## src/pin_ctrl_pkg.sv

```systemverilog
/*
 Constants for the transceiver pin control decode block: APB offsets,
 field positions, reset values, pattern and rate encodings.
 Assumes a 32-bit APB bus with word-aligned registers.
*/
package pin_ctrl_pkg;
    // ----------------------------------------
    // Register offsets
    // ----------------------------------------
    localparam logic [7:0] OFS_CTRL = 8'h00;
    localparam logic [7:0] OFS_RATE = 8'h04;
    localparam logic [7:0] OFS_STATUS = 8'h08;
    localparam logic [7:0] OFS_ERR0 = 8'h10;
    localparam logic [7:0] OFS_ERR3 = 8'h1C;
    // ----------------------------------------
    // Field positions
    // ----------------------------------------
    localparam int CTRL_LANE_BIT = 0;
    localparam int CTRL_PCS_BIT = 1;
    localparam int CTRL_CLR_BIT = 2;
    localparam int STAT_C22 = 0;
    localparam int STAT_LANE = 1;
    localparam int STAT_PCS = 2;
    localparam int STAT_PAT = 3;
    localparam int STAT_LOWPWR = 4;
    localparam int STAT_SOFT = 5;
    localparam int STAT_DTE = 6;
    // ----------------------------------------
    // Reset values
    // ----------------------------------------
    localparam logic [1:0] CTRL_RST = 2'h0;
    localparam logic [7:0] RATE_RST = 8'h00;
    // ----------------------------------------
    // Encodings and sizes
    // ----------------------------------------
    localparam int NCH = 4;
    localparam int CNT_W = 16;
    localparam int PRBS_LEN_LONG = 23;
    localparam int PRBS_TAP_LONG = 18;
    localparam int PRBS_LEN_SHORT = 7;
    localparam int PRBS_TAP_SHORT = 6;
    localparam logic [1:0] RATE_SOFT = 2'h3;
    localparam logic [4:0] DEV_PHY = 5'h04;
    localparam logic [4:0] DEV_DTE = 5'h05;
    localparam logic [1:0] STRAP_WAIT = 2'h2;
    localparam logic [22:0] PRBS_SEED = 23'h7FFFFF;
endpackage

```

## src/transceiver_pin_control_decode.sv

```systemverilog
/*
 Pin control decode for a four-channel serial transceiver: strap
 capture, management address decode, code-enable qualification,
 pattern generation and checking, loopbacks, rate select, low power.
 Assumes straps and pins are asynchronous to pclk; serial bits,
 parallel data and management requests come from pclk logic.
*/
// The register offsets and the APB interface to the registers were decided locally.
// Summary of operation
// - clause select 1 gives 22, 0 gives 45
// - Clause 45 lane order = pin OR bit
// - Clause 22 PCS enable = pin OR bit
// - Pattern pin enables generators and checkers
// - Per-channel error counters readable by software
// - General output n pulses on channel errors
// - Clause 45 uses length 2^23-1 pattern
// - Clause 22 uses length 2^7-1 pattern
// - Serial loop repeats serial in to out
// - Parallel loop joins parallel in to out
// - Rate pins: full, half, quarter, software
// - Software mode: per-channel rate from registers
// - Rate governs receive and transmit alike
// - Rate register ignored outside software mode
// - Enable pin low means low power
// - Clause 45 lowest address pin picks PHY/DTE
// - Clause 45 upper four pins form address
// - Clause 22 upper three pins pick block
// - Clause 22 channel n answers offset n
// - Clause 45 answers device address 4 or 5
// - Bad writes ignored, bad reads return zero
`timescale 1ns/10ps
module transceiver_pin_control_decode (
    // Clock and reset
    input wire logic pclk,
    input wire logic presetn,
    // APB slave
    input wire logic psel,
    input wire logic penable,
    input wire logic pwrite,
    input wire logic [7:0] paddr,
    input wire logic [31:0] pwdata,
    output logic [31:0] prdata,
    output logic pready,
    output logic pslverr,
    // Strap and control pins
    input wire logic clause_select_pin,
    input wire logic code_enable_pin,
    input wire logic pattern_test_enable_pin,
    input wire logic serial_loop_pin,
    input wire logic parallel_loop_pin,
    input wire logic [1:0] rate_select_pins,
    input wire logic device_enable_pin,
    input wire logic [4:0] port_address_pins,
    // Management transaction decode
    input wire logic mgmt_req,
    input wire logic [4:0] mgmt_phy_addr,
    input wire logic [4:0] mgmt_dev_addr,
    output logic mgmt_hit,
    output logic [3:0] mgmt_chan_sel,
    output logic mgmt_space_dte,
    // Channel datapaths, one bit per channel
    input wire logic [3:0] serial_rx,
    output logic [3:0] serial_tx,
    input wire logic [3:0] par_tx,
    output logic [3:0] par_rx,
    // Decoded configuration
    output logic clause22_mode,
    output logic lane_order_en,
    output logic coding_sublayer_en,
    output logic [7:0] channel_rate,
    output logic low_power,
    output logic [4:0] general_outputs
);
    // ----------------------------------------
    // Pattern feedback
    // ----------------------------------------
    function automatic logic prbs_fb(input logic [22:0] s,
                                     input logic long_seq);
        if (long_seq) begin
            prbs_fb = s[pin_ctrl_pkg::PRBS_LEN_LONG-1]
                ^ s[pin_ctrl_pkg::PRBS_TAP_LONG-1];
        end else begin
            prbs_fb = s[pin_ctrl_pkg::PRBS_LEN_SHORT-1]
                ^ s[pin_ctrl_pkg::PRBS_TAP_SHORT-1];
        end
    endfunction

    // ----------------------------------------
    // Pin synchronisers
    // ----------------------------------------
    logic [14:0] pin_meta_ff;
    logic [14:0] pin_sync_ff;
    always_ff @(posedge pclk or negedge presetn) begin
        if (!presetn) begin
            pin_meta_ff <= 15'h0000;
            pin_sync_ff <= 15'h0000;
        end else begin
            pin_meta_ff <= {clause_select_pin, code_enable_pin,
                pattern_test_enable_pin, serial_loop_pin,
                parallel_loop_pin, rate_select_pins,
                device_enable_pin, port_address_pins, 2'h0};
            pin_sync_ff <= pin_meta_ff;
        end
    end
    logic s_pat, s_ser_loop, s_par_loop, s_en;
    assign s_pat = pin_sync_ff[12];
    assign s_ser_loop = pin_sync_ff[11];
    assign s_par_loop = pin_sync_ff[10];
    assign s_en = pin_sync_ff[7];

    // ----------------------------------------
    // Strap capture after reset release
    // ----------------------------------------
    // Capture waits for the sync pipe to fill, so reset values never leak
    logic [1:0] wait_ff;
    logic strap_done_ff;
    logic c22_ff, code_ff;
    logic [1:0] rate_pin_ff;
    logic [4:0] port_addr_ff;
    always_ff @(posedge pclk or negedge presetn) begin
        if (!presetn) begin
            wait_ff <= 2'h0;
            strap_done_ff <= 1'b0;
            c22_ff <= 1'b0;
            code_ff <= 1'b0;
            rate_pin_ff <= 2'h0;
            port_addr_ff <= 5'h00;
        end else if (!strap_done_ff) begin
            wait_ff <= wait_ff + 2'h1;
            if (wait_ff == pin_ctrl_pkg::STRAP_WAIT) begin
                strap_done_ff <= 1'b1;
                c22_ff <= pin_sync_ff[14];
                code_ff <= pin_sync_ff[13];
                rate_pin_ff <= pin_sync_ff[9:8];
                port_addr_ff <= pin_sync_ff[6:2];
            end
        end
    end

    // ----------------------------------------
    // APB registers
    // ----------------------------------------
    logic lane_bit_ff, pcs_bit_ff, clr_ff;
    logic [7:0] rate_reg_ff;
    logic [pin_ctrl_pkg::CNT_W-1:0] err_cnt_ff [pin_ctrl_pkg::NCH];
    logic setup, wr_access;
    assign setup = psel && !penable;
    assign wr_access = psel && penable && pwrite && pready;
    always_ff @(posedge pclk or negedge presetn) begin
        if (!presetn) begin
            lane_bit_ff <= pin_ctrl_pkg::CTRL_RST[0];
            pcs_bit_ff <= pin_ctrl_pkg::CTRL_RST[1];
            clr_ff <= 1'b0;
            rate_reg_ff <= pin_ctrl_pkg::RATE_RST;
        end else begin
            clr_ff <= 1'b0;
            // Status and counters are read-only; writes there drop
            if (wr_access && paddr == pin_ctrl_pkg::OFS_CTRL) begin
                lane_bit_ff <= pwdata[pin_ctrl_pkg::CTRL_LANE_BIT];
                pcs_bit_ff <= pwdata[pin_ctrl_pkg::CTRL_PCS_BIT];
                clr_ff <= pwdata[pin_ctrl_pkg::CTRL_CLR_BIT];
            end else if (wr_access && paddr == pin_ctrl_pkg::OFS_RATE) begin
                rate_reg_ff <= pwdata[7:0];
            end
        end
    end

    logic [31:0] status;
    assign status = {25'h0, port_addr_ff[0],
        rate_pin_ff == pin_ctrl_pkg::RATE_SOFT, low_power,
        s_pat, coding_sublayer_en, lane_order_en, c22_ff};
    // Read data is staged in the setup cycle; answer comes one cycle on
    always_ff @(posedge pclk or negedge presetn) begin
        if (!presetn) begin
            prdata <= 32'h00000000;
            pready <= 1'b0;
            pslverr <= 1'b0;
        end else begin
            pready <= setup;
            pslverr <= 1'b0;
            if (setup && !pwrite) begin
                if (paddr == pin_ctrl_pkg::OFS_CTRL) begin
                    prdata <= {30'h0, pcs_bit_ff, lane_bit_ff};
                end else if (paddr == pin_ctrl_pkg::OFS_RATE) begin
                    prdata <= {24'h0, rate_reg_ff};
                end else if (paddr == pin_ctrl_pkg::OFS_STATUS) begin
                    prdata <= status;
                end else if (paddr >= pin_ctrl_pkg::OFS_ERR0 &&
                             paddr <= pin_ctrl_pkg::OFS_ERR3 &&
                             paddr[1:0] == 2'h0) begin
                    prdata <= {16'h0, err_cnt_ff[paddr[3:2]]};
                end else begin
                    prdata <= 32'h00000000;
                end
            end else if (setup) begin
                prdata <= 32'h00000000;
            end
        end
    end

    // ----------------------------------------
    // Decoded configuration
    // ----------------------------------------
    always_ff @(posedge pclk or negedge presetn) begin
        if (!presetn) begin
            clause22_mode <= 1'b0;
            lane_order_en <= 1'b0;
            coding_sublayer_en <= 1'b0;
            low_power <= 1'b1;
        end else begin
            clause22_mode <= c22_ff;
            lane_order_en <= !c22_ff && (code_ff || lane_bit_ff);
            coding_sublayer_en <= c22_ff && (code_ff || pcs_bit_ff);
            // Enable level changes expect a reset to follow
            low_power <= !s_en;
        end
    end

    always_ff @(posedge pclk or negedge presetn) begin
        if (!presetn) begin
            channel_rate <= 8'h00;
        end else begin
            for (int n = 0; n < pin_ctrl_pkg::NCH; n++) begin
                // One setting drives both directions of each channel
                if (rate_pin_ff == pin_ctrl_pkg::RATE_SOFT) begin
                    channel_rate[2*n +: 2] <= rate_reg_ff[2*n +: 2];
                end else begin
                    channel_rate[2*n +: 2] <= rate_pin_ff;
                end
            end
        end
    end

    // ----------------------------------------
    // Management address decode
    // ----------------------------------------
    always_ff @(posedge pclk or negedge presetn) begin
        if (!presetn) begin
            mgmt_hit <= 1'b0;
            mgmt_chan_sel <= 4'h0;
            mgmt_space_dte <= 1'b0;
        end else begin
            mgmt_hit <= 1'b0;
            mgmt_chan_sel <= 4'h0;
            mgmt_space_dte <= port_addr_ff[0];
            if (mgmt_req && strap_done_ff && c22_ff) begin
                if (mgmt_phy_addr[4:2] == port_addr_ff[4:2]) begin
                    mgmt_hit <= 1'b1;
                    mgmt_chan_sel <= 4'h1 << mgmt_phy_addr[1:0];
                end
            end else if (mgmt_req && strap_done_ff) begin
                if (mgmt_phy_addr == {port_addr_ff[4:1], 1'b0} &&
                    mgmt_dev_addr == (port_addr_ff[0] ? pin_ctrl_pkg::DEV_DTE
                                      : pin_ctrl_pkg::DEV_PHY)) begin
                    mgmt_hit <= 1'b1;
                    mgmt_chan_sel <= 4'hF;
                end
            end
        end
    end

    // ----------------------------------------
    // Pattern generation and checking
    // ----------------------------------------
    // Receive path relies on the external serial loop during test
    logic [22:0] gen_ff [pin_ctrl_pkg::NCH];
    logic [22:0] chk_ff [pin_ctrl_pkg::NCH];
    logic [3:0] err_ff;
    logic pat_on;
    assign pat_on = s_pat && s_en;
    always_ff @(posedge pclk or negedge presetn) begin
        if (!presetn) begin
            for (int n = 0; n < pin_ctrl_pkg::NCH; n++) begin
                gen_ff[n] <= pin_ctrl_pkg::PRBS_SEED;
                chk_ff[n] <= 23'h000000;
            end
            err_ff <= 4'h0;
        end else begin
            for (int n = 0; n < pin_ctrl_pkg::NCH; n++) begin
                if (pat_on) begin
                    gen_ff[n] <= {gen_ff[n][21:0],
                                  prbs_fb(gen_ff[n], !c22_ff)};
                    chk_ff[n] <= {chk_ff[n][21:0], serial_rx[n]};
                    err_ff[n] <= serial_rx[n]
                        != prbs_fb(chk_ff[n], !c22_ff);
                end else begin
                    err_ff[n] <= 1'b0;
                end
            end
        end
    end

    // Counters saturate so a long soak never wraps to a false pass
    always_ff @(posedge pclk or negedge presetn) begin
        if (!presetn) begin
            for (int n = 0; n < pin_ctrl_pkg::NCH; n++) begin
                err_cnt_ff[n] <= 16'h0000;
            end
        end else begin
            for (int n = 0; n < pin_ctrl_pkg::NCH; n++) begin
                if (err_ff[n] && err_cnt_ff[n] != 16'hFFFF) begin
                    err_cnt_ff[n] <= err_cnt_ff[n] + 16'h0001;
                end else if (clr_ff) begin
                    err_cnt_ff[n] <= 16'h0000;
                end
            end
        end
    end

    always_ff @(posedge pclk or negedge presetn) begin
        if (!presetn) begin
            general_outputs <= 5'h00;
        end else begin
            general_outputs <= {1'b0, err_ff};
        end
    end

    // ----------------------------------------
    // Datapath and loopbacks
    // ----------------------------------------
    always_ff @(posedge pclk or negedge presetn) begin
        if (!presetn) begin
            serial_tx <= 4'h0;
            par_rx <= 4'h0;
        end else if (!s_en) begin
            serial_tx <= 4'h0;
            par_rx <= 4'h0;
        end else begin
            for (int n = 0; n < pin_ctrl_pkg::NCH; n++) begin
                if (s_ser_loop) begin
                    serial_tx[n] <= serial_rx[n];
                end else if (pat_on) begin
                    serial_tx[n] <= gen_ff[n][0];
                end else begin
                    serial_tx[n] <= par_tx[n];
                end
                par_rx[n] <= s_par_loop ? par_tx[n] : serial_rx[n];
            end
        end
    end
endmodule

```

## config.mk

```make
export PLATFORM = sky130hd
export DESIGN_NAME = transceiver_pin_control_decode
export DESIGN_NICKNAME = d
export VERILOG_FILES = /design/src/pin_ctrl_pkg.sv /design/src/transceiver_pin_control_decode.sv
export SDC_FILE = /design/constraint.sdc
export NUM_CORES = 1
export LEC_CHECK = 0
export BUFFER_PORTS_ARGS = -buffer_cell sky130_fd_sc_hd__buf_4
export CORE_ASPECT_RATIO = 0.75
export CORE_MARGIN = 1
export CORE_UTILIZATION = 53
export DETAILED_ROUTE_END_ITERATION = 8
export GPL_ROUTABILITY_DRIVEN = 0
export HOLD_SLACK_MARGIN = 0.06
export PLACE_DENSITY = 0.86
export SETUP_SLACK_MARGIN = 0.4
export SYNTH_ARGS = -nofsm -noshare
export SYNTH_HDL_FRONTEND = slang
export SYNTH_SLANG_ARGS = --single-unit
```

## constraint.sdc

```tcl
create_clock -name pclk -period 1.9 [get_ports pclk]
set_input_delay 0.19 -clock pclk [delete_from_list [all_inputs] [get_ports pclk]]
set_output_delay 0.19 -clock pclk [all_outputs]
set_load 0.01 [all_outputs]
```

-- Yosys cells after proc, flatten, opt, wreduce, memory -nomap -nowiden
Cells that the tools add are included.
Widths: inputs -> output; s select.
- register bits: 364
- output and inout bits: 65
- eq/ne operators: 15
- mux-type cells: 60
- reduce and logical (&&, ||, !) cells: 34
- order comparisons: 3
- shifts and indexed selects: 1
- $add $sub $neg: 5
- bitwise logic cells: 19
- operators by type and width (kind ; count):
    $mux 16 ; 11
    $add 16x1->16 const B ; 4
    $mux 32 ; 2
    $ne 16x16->1 const B ; 4
    $mux 1 ; 36
    $bmux 16 s2 ; 1
    $mux 4 ; 6
    $logic_and 1x1->1 ; 19
    $xor 1x1->1 ; 16
    $reduce_bool 2->1 ; 5
    $eq 8x3->1 const B ; 1
    $eq 8x4->1 const B ; 1
    $ge 8x5->1 const B ; 1
    $le 8x5->1 const B ; 1
    $logic_not 8->1 ; 1
    $mux 2 ; 4
    $eq 5x3->1 ; 1
    $eq 5x5->1 ; 1
    $eq 2x2->1 const B ; 2
    $logic_not 1->1 ; 4
    $ne 1x1->1 ; 4
    $reduce_and 2->1 ; 2
    $shl 1x2->4 const A ; 1
    $eq 3x3->1 ; 1
    6 further kinds ; 8

-- Longest topological paths before layout
Gate-level depths: netlist (run 1).
- depth in word-level cells: 9
- gate-level depth with buffers: 8

-- Least setup slack after synthesis (run 1)
Ideal clock, no wire load.
- path type: register to register
- start point: register err_cnt_ff[16] (netlist bit)
- end point: register err_cnt_ff[19] (netlist bit)
- required time: 1779 ps
- arrival: 1834 ps
- path slack: -55 ps
- path buffers: 2
- cell stages (with the launch flop): 8
- clock period less this slack: 1955 ps
- cells stage by stage: dfrtp_1 > ha_1 > nand4_1 > or4_4 > and2_4 > buf_6 > buf_8 > a22o_1
- cells in the longest elaborated chain, start to end: 3
- elaborated cells between the ends (all ways): 5
- ends and longest elaborated chain (what ; line ; text):
    start: declaration ; transceiver_pin_control_decode.sv:145 ; logic [pin_ctrl_pkg::CNT_W-1:0] err_cnt_ff [pin_ctrl_pkg::NCH];
    start signal: indexed assignment ; transceiver_pin_control_decode.sv:302 ; err_cnt_ff[n] <= err_cnt_ff[n] + 16'h0001;
    parallel branches: the longest is 3 deep, another holds $add 16x1->16 ; - ;
Several ways; the timed one is not identified.
A chain may end at the register's enable or synchronous reset.

-- Worst setup path after layout (run 1)
- start point: register err_cnt_ff[33] (netlist bit)
- end point: register err_cnt_ff[37] (netlist bit)
The elaborated chain is that of the path after synthesis.

==> results of run 1 <==
==> worst reg2reg max path, cell delays in order, from the launching register on <==
cell     delay (ns)
dfrtp_1        0.43
ha_4           0.18
nand3_4        0.09
or3_4          0.39
o21ai_4        0.18
buf_6          0.15
buf_6          0.12
a21oi_4        0.04
a21o_1         0.20
==> routing by layer <==
layer  routed length [µm]  GRT usage (%)  vias up
li1                     -              -     4634
met1                14840          32.71     5374
met2                18680          41.09      582
met3                 3077          4.591      143
met4                 1452          7.402        0
met5                    0              0        -
==> cells by family (layout without fill, tap and decap cells) <==
family | count (synthesis) | count (layout) | share of synthesized area, %
flip-flops | 348 | 348 | 59.31
AND/OR/NAND/NOR | 262 | 265 | 8.872
multiplexers | 231 | 231 | 18.56
AO/OA/AOI/OAI | 179 | 181 | 7.980
buffers and inverters | 94 | 349 | 3.069
XOR/XNOR | 30 | 30 | 1.766
adder cells (fa/ha/maj) | 5 | 5 | 0.4205
other | 1 | 18 | 0.02520
==> state kept, by name, summed over array words and instances, names as in the netlist, 4 cells and up <==
| register | flops |
|---|---|
| err_ff | 4 |
| mgmt_chan_sel | 4 |
| channel_rate | 8 |
| prdata | 16 |
| serial_tx | 4 |
| err_cnt_ff | 64 |
| gen_ff | 92 |
| par_rx | 4 |
| rate_reg_ff | 8 |
| general_outputs | 4 |
| pin_meta_ff | 13 |
| port_addr_ff | 5 |
| chk_ff | 92 |
| pin_sync_ff | 13 |
==> worst max path at each step <==
stage	endpoint	startpoint	slack, ns	cells after the start
global route	err_cnt_ff[30]	err_cnt_ff[17]	-0.13	7
finish	err_cnt_ff[37]	err_cnt_ff[33]	0.02	8
global placement	err_cnt_ff[25]	err_cnt_ff[17]	0.04	6
floorplan	err_cnt_ff[19]	err_cnt_ff[23]	0.06	7
detailed placement	err_cnt_ff[29]	err_cnt_ff[17]	-0.02	6
CTS	err_cnt_ff[25]	err_cnt_ff[16]	0.06	6
==> area by class of cell <==
class | count | area, µm²
flip-flops and latches | 348 | 8832
fillers | 1567 | 7990
multi-input cells | 730 | 6379
repair buffers | 270 | 2410
clock buffers | 37 | 818.3
well taps | 351 | 439.2
clock inverters | 21 | 310.3
inverters | 21 | 82.58
==> stage by stage <==
step / total power (W) / hold WS [ns] / util, % / setup slack [ns] / cell area (µm²)
floorplan: 0.01047 / -0.1056 / - / 0.06127 / 15130
global placement: 0.01127 / 0.1118 / 60.96 / 0.04316 / 16620
detailed placement: 0.01149 / 0.1128 / 60.96 / -0.01919 / 16620
CTS: 0.01882 / 0.06754 / 68.29 / 0.06268 / 18620
global route: 0.01997 / 0.09973 / 70.69 / -0.1349 / 19270
finish: 0.01929 / 0.08142 / 70.69 / 0.02471 / 19270
==> what timing repair did <==
| item | CTS | global route |
|---|---|---|
| hold buffers | 39 | 0 |
| endpoints found under the setup margin | 228 | 138 |
| pin swaps | 33 | 45 |
| buffers inserted | 26 | 23 |
| gates cloned | 3 | 2 |
| resized for setup | 66 | 103 |
| hold endpoints to repair | 319 | 0 |
==> report_power, final <==
group / switching, W / internal [W] / total, W
sequential: 0.000664 / 0.00827 / 0.00894
clock: 0.00291 / 0.00406 / 0.00696
combinational: 0.00161 / 0.00178 / 0.00339
==> placed cells by master, fill, tap and decap left out, types with 9 or more instances in the layout <==
cell type | Yosys | routed
nor3_1 | 25 | 20
a21oi_2 | 2 | 13
buf_6 | 1 | 32
o21ai_1 | 2 | 18
dfstp_2 | 93 | 93
inv_1 | 19 | 19
a21o_1 | 22 | 20
xnor2_1 | 19 | 19
mux2_2 | 199 | 199
buf_4 | 20 | 186
nand2_2 | 0 | 11
nand2_1 | 82 | 61
mux4_2 | 16 | 16
conb_1 | 1 | 18
mux2i_1 | 16 | 16
o21ai_2 | 1 | 12
dfrtp_1 | 255 | 249
nor2_1 | 43 | 40
nand4_1 | 16 | 16
dlygate4sd3_1 | 0 | 39
clkbuf_16 | 0 | 31
nand3_1 | 39 | 30
and3_1 | 12 | 9
a21oi_1 | 36 | 21
a22o_1 | 14 | 14
buf_12 | 0 | 11
xor2_1 | 11 | 11
a31oi_1 | 13 | 9
o21ai_0 | 45 | 17
==> summary.txt, run 1 <==
Timing
  – Upper clock frequency limit: between 500 and 600 MHz
  – Setup repair after global routing missed its margin: yes
  – Number of failing hold endpoints at the final stage: 0
  – Portion of the clock cycle consumed by the worst path in the final layout: ~99%
  – Setup skew after layout: about 0.037 ns
  – Fin. max-slew vios: 0
  – Max transition margin: about three fifths
  – Slew at the pin closest to its max-slew limit: about 0.60 ns
  – Setup_tns: 0 ns
  – Final Setup Violations: 0
  – Clock period minus final worst setup slack: approximately 1.9 ns

Drt
  – Mean number of vias per cell: about 6
  – Number of routed nets with antenna violations: 0
  – Residual DRC: 0
  – Vias post-DR: 10730
  – 1st-iter DRT viols: ~1000
  – Routed length per placed instance: 21.40 µm
  – Detailed Route WL: 38040 µm
  – Router iterations before antenna repair: 5

Critical path
  – Origin of the critical flop-to-flop path: err_cnt_ff[33]
  – Max stage delay cell, worst path: dfrtp_1
  – Arrival time worst endpoint: between 2 and 2.5 ns
  – Req. time, crit path: between 2 and 2.5 ns
  – Worst Path Buf+Inv: 2
  – Largest delay share family, worst path: simple AND/OR/NAND/NOR gates
  – FF-to-FF setup slack: ~0.025 ns
  – Reg2Reg Depth: 8
  – Top cell by count, worst path: buf_6
  – Crit end category: register
  – Worst setup SP type: register
  – Critical register-to-register path endpoint: err_cnt_ff[37]
  – Largest fanout on the critical path: 4
  – Largest incremental delay on the critical path: approximately 0.43 ns
  – Startpoint-to-endpoint class of the critical path: reg -> reg
  – Chain of cells forming the critical path: ha_4 > nand3_4 > or3_4 > o21ai_4 > buf_6 > buf_6 > a21oi_4 > a21o_1

Synthesis
  – Cell type with the largest total area after synthesis: dfrtp_1
  – Average instance area after synthesis: ~13 µm²
  – Number of standard cells after synthesis: roughly 1200
  – Top-count cell post-synth: dfrtp_1
  – Cell types occupying the most area after synthesis: dfrtp_1 (43%), dfstp_2 (16%), mux2_2 (15%)
  – Top FF cell, synth: dfrtp_1
  – Seq cells post-synth: between 300 and 400
  – Sequential area share after synthesis: 59.31%
  – Top cell type's share of synthesized area: 42.89%
  – Synth Cell Area: approximately 15000 µm²
  – Number of enable flip-flop cells after synthesis: 0
  – Cell variety after synth: 62
  – Share of synthesized flip-flops with an asynchronous set or reset: between 90% and 100%
  – Synth cell count leaders: dfrtp_1 (255), mux2_2 (199), dfstp_2 (93)
  – Yosys warning total: 0

Power and ir drop
  – Areal power density over the cells: between 1000 and 1500 nW/µm²
  – Leakage power: between 8 and 9 nW
  – Worst ir drop on vdd: 1.084 mV

Die
  – DIE AREA: ~29000 µm²
  – Core area: between 20000 and 30000 µm²
  – Num rows: between 50 and 60
  – Chip Width: between 150 and 200 µm
  – Starting density of the core: between 50% and 60%
  – Boundary pin count: about 140
  – Die Span Y: 147.1 µm

GRT
  – Combined global-route utilization of all metal layers: 24.52%
  – Vias in the first global route: around 11000
  – Grt ovf: 0
  – Wire length of the first global-routing pass: between 50000 and 60000 µm
  – Number of antenna violations at the first check in global routing: 0
  – Maximum number of pins on one net before global-route repair: 72

CTS
  – Clock transition at the register clock pins on the worst setup and hold paths after CTS: approximately 0.08 ns
  – Max Buffers Root-to-Sink: 3
  – Clock tree from TritonCTS: done
  – Max H-tree Level: 1
  – Inserted Clock Buffers: 31
  – Clock Sink Count: between 300 and 400
  – Clock tree root driver cell: clkbuf_16
  – Source-to-sink clock delay at the later pin of the worst-skew pair: 0.58 ns

Final layout
  – Layout-stage area growth over the synthesis result: 29.52%
  – Number of antenna diodes: 0
  – Share of cells above drive strength 1: 50.46%
  – Finished Layout Cells: approximately 1800
  – Final layout net count: around 1500

Placement
  – Detailed placement HPWL: about 21000 µm
  – IO Port Bufs: 99
  – Number of cells in the design after placement: ~1600

Job
  – Max Cap Viol: 0

Min path
  – Hold_sp: mgmt_req
  – Worst min-delay path class: in -> reg
  – Number of cells on the worst hold path: 5
  – End of the worst hold path: mgmt_chan_sel[3]

Outcome
  – Run status: complete, no violations
No activity file was read; power rests on OpenSTA's default activity.
==> run 2, diff against run 1 <==
Settings changed: CTS_BUF_LIST set to sky130_fd_sc_hd__clkbuf_4 sky130_fd_sc_hd__clkbuf_8 sky130_fd_sc_hd__clkbuf_16.
==> summary.txt, run 2 (same netlist as run 1, synthesis figures left out) <==
Critical path
  – Req. time, crit path: 2.39 ns (+0.02 ns)
  – Worst setup SP type: register
  – Max stage delay cell, worst path: dfrtp_1
  – Top cell by count, worst path: buf_4
  – Startpoint-to-endpoint class of the critical path: reg -> reg
  – Chain of cells forming the critical path: buf_4 > nand4_1 > buf_4 > o21ai_0 > a21oi_4 > a21o_1
  – Largest incremental delay on the critical path: 0.42 ns (about the same)
  – Reg2Reg Depth: 6 (-2)
  – Origin of the critical flop-to-flop path: err_cnt_ff[32]
  – Largest fanout on the critical path: 5 (+1)
  – Start point of the critical path: err_cnt_ff[32]
  – Arrival time worst endpoint: 2.40 ns (+0.05 ns)
  – Crit end category: register

Placement
  – Detailed placement HPWL: 21470 µm (unchanged)
  – IO Port Bufs: 99 (unchanged)
  – Worst slack, placed: -0.01919 ns (unchanged)

Final layout
  – Layout-stage area growth over the synthesis result: 29.17%
  – Most used cells in the layout excluding fill and tap cells: dfrtp_1 (249), mux2_2 (199), buf_4 (187)
  – Final layout net count: 1481 (-0.20%)
  – Number of antenna diodes: 0 (unchanged)
  – Largest regs: chk_ff (92), gen_ff (92), err_cnt_ff (64)
  – Share of cells above drive strength 1: 50.63% (+0.18 points)
  – Most common cell after layout, fill and taps aside: dfrtp_1
  – Util after Layout: 70.50% (-0.19 points)

Die
  – DIE AREA: 28760 µm² (unchanged)
  – Chip Width: 195.5 µm (unchanged)
  – Num rows: 52 (unchanged)
  – Starting density of the core: 54.58% (unchanged)
  – Boundary pin count: 142 (unchanged)
  – Die Span Y: 147.1 µm (unchanged)
  – Core area: 27260 µm² (unchanged)

Min path
  – Hold_sp: mgmt_req
  – Number of cells on the worst hold path: 5 (unchanged)
  – Worst min-delay path class: in -> reg

CTS
  – Clock Sink Count: 348 (unchanged)
  – Clock tree root driver cell: clkbuf_16
  – Max Buffers Root-to-Sink: 3 (unchanged)
  – Clock tree from TritonCTS: done
  – Max H-tree Level: 1 (unchanged)
  – Source-to-sink clock delay at the later pin of the worst-skew pair: 0.59 ns (about the same)
  – Clock transition at the register clock pins on the worst setup and hold paths after CTS: 0.08 ns (about the same)
  – Inserted Clock Buffers: 31 (unchanged)

Power and ir drop
  – Areal power density over the cells: 1006 nW/µm² (+0.47%)
  – Leakage power: 8.660 nW (-0.38%)
  – Worst ir drop on vdd: 0.8521 mV (-21%)

Drt
  – Routed length per placed instance: 22.23 µm (+3.9%)
  – Router iterations before antenna repair: 9 (+4)
  – Number of routed nets with antenna violations: 0 (unchanged)
  – Vias post-DR: 10930 (+1.9%)
  – Residual DRC: 0 (unchanged)
  – Mean number of vias per cell: 6.159 (+2.0%)
  – Detailed Route WL: 39460 µm (+3.7%)
  – 1st-iter DRT viols: 835 (-16%)

Job
  – Max Cap Viol: 0 (unchanged)

Timing
  – Final setup margin: -0.01420 ns (-0.03891 ns)
  – Slew at the pin closest to its max-slew limit: 0.5791 ns (-0.02588 ns)
  – Portion of the clock cycle consumed by the worst path in the final layout: 100.7% (+2.0 points)
  – Max transition margin: 61.40% (+1.7 points)
  – Clock period minus final worst setup slack: 1.914 ns (+0.03891 ns)
  – Setup skew after layout: 0.03782 ns (+0.001221 ns)
  – Final Setup Violations: 1 (+1)
  – Setup repair after global routing missed its margin: yes
  – Number of failing hold endpoints at the final stage: 0 (unchanged)
  – Fin. max-slew vios: 0 (unchanged)
  – Upper clock frequency limit: 522.4 MHz (-2.0%)

GRT
  – Number of antenna violations at the first check in global routing: 0 (unchanged)
  – Maximum number of pins on one net before global-route repair: 72 (unchanged)
  – Wire length of the first global-routing pass: 56320 µm (+0.38%)
  – Grt ovf: 0 (unchanged)
  – Vias in the first global route: 10720 (-0.20%)
  – Combined global-route utilization of all metal layers: 24.65% (+0.13 points)

Outcome
  – Violations in the final reports: setup timing
  – Run status: finished, violations left
## run 2: cell types whose count changed in the layout (fill, tap and decap cells not counted), moves of 2 or more
cell	previous run	this run
nand2_4	8	6
o21ai_1	18	14
clkbuf_4	0	4
clkbuf_1	4	0
buf_6	32	29
o21ai_0	17	20
nand2_1	61	63
## run 2: cell type report
type | count | area, µm²
sequential | 348 | 8832
fill | 1587 | 8041
multi-input combinational | 730 | 6359
timing repair buffer | 267 | 2364
clock buffer | 37 | 833.3
tap | 351 | 439.2
clock inverter | 21 | 310.3
inverter | 21 | 82.58
## run 2: what timing repair did
action                     in CTS  in global routing
hold endpoints to repair      319                  0
resized for setup              69                 90
setup endpoints to repair     228                150
setup buffers                  27                 19
hold buffers                   39                  0
gates cloned                    3                  2
pin swaps                      35                 49
## run 2: stage by stage
step	instance area (µm²)	TNS, ns	total power [W]	hold slack (ns)	instances
floorplan	15130	0	0.01047	-0.1056	1167
global placement	16620	0	0.01127	0.1118	1627
detailed placement	16620	-0.01919	0.01149	0.1128	1627
CTS	18650	0	0.01888	0.06754	1754
global route	19220	-0.009718	0.01999	0.1013	1775
finish	19220	-0.01420	0.01933	0.07745	1775
## run 2: worst paths after layout
kind / endpoint / slack [ns]
worst max register to register: err_cnt_ff[37] / -0.01
worst min-delay path: mgmt_chan_sel[2] / 0.08
min in group asynchronous: prdata[13] / 0.10
worst max-delay path: err_cnt_ff[37] / -0.01
worst min register to register: pin_sync_ff[12] / 0.34
max in group asynchronous: gen_ff[16] / 1.00
## run 2: routing by layer
| metal | global-route usage [%] | vias up | wire length [µm] |
|---|---|---|---|
| li1 | - | 4625 | - |
| met1 | 33.13 | 5462 | 15130 |
| met2 | 41.11 | 657 | 19240 |
| met3 | 4.500 | 188 | 3334 |
| met4 | 7.480 | 0 | 1752 |
| met5 | 0 | - | 0 |
## run 2: power breakdown
group / internal [W] / total [W] / switching [W]
registers: 0.00827 / 0.00894 / 0.000671
logic: 0.00173 / 0.00334 / 0.00162
clock network: 0.00412 / 0.00704 / 0.00293
## run 2: critical path: cells and delay by family (launching register included)
| family | cells | cell delay, ns |
|---|---|---|
| buf+inv | 2 | 0.43 |
| compound gates | 3 | 0.71 |
| flops | 1 | 0.42 |
| simple gates | 1 | 0.25 |
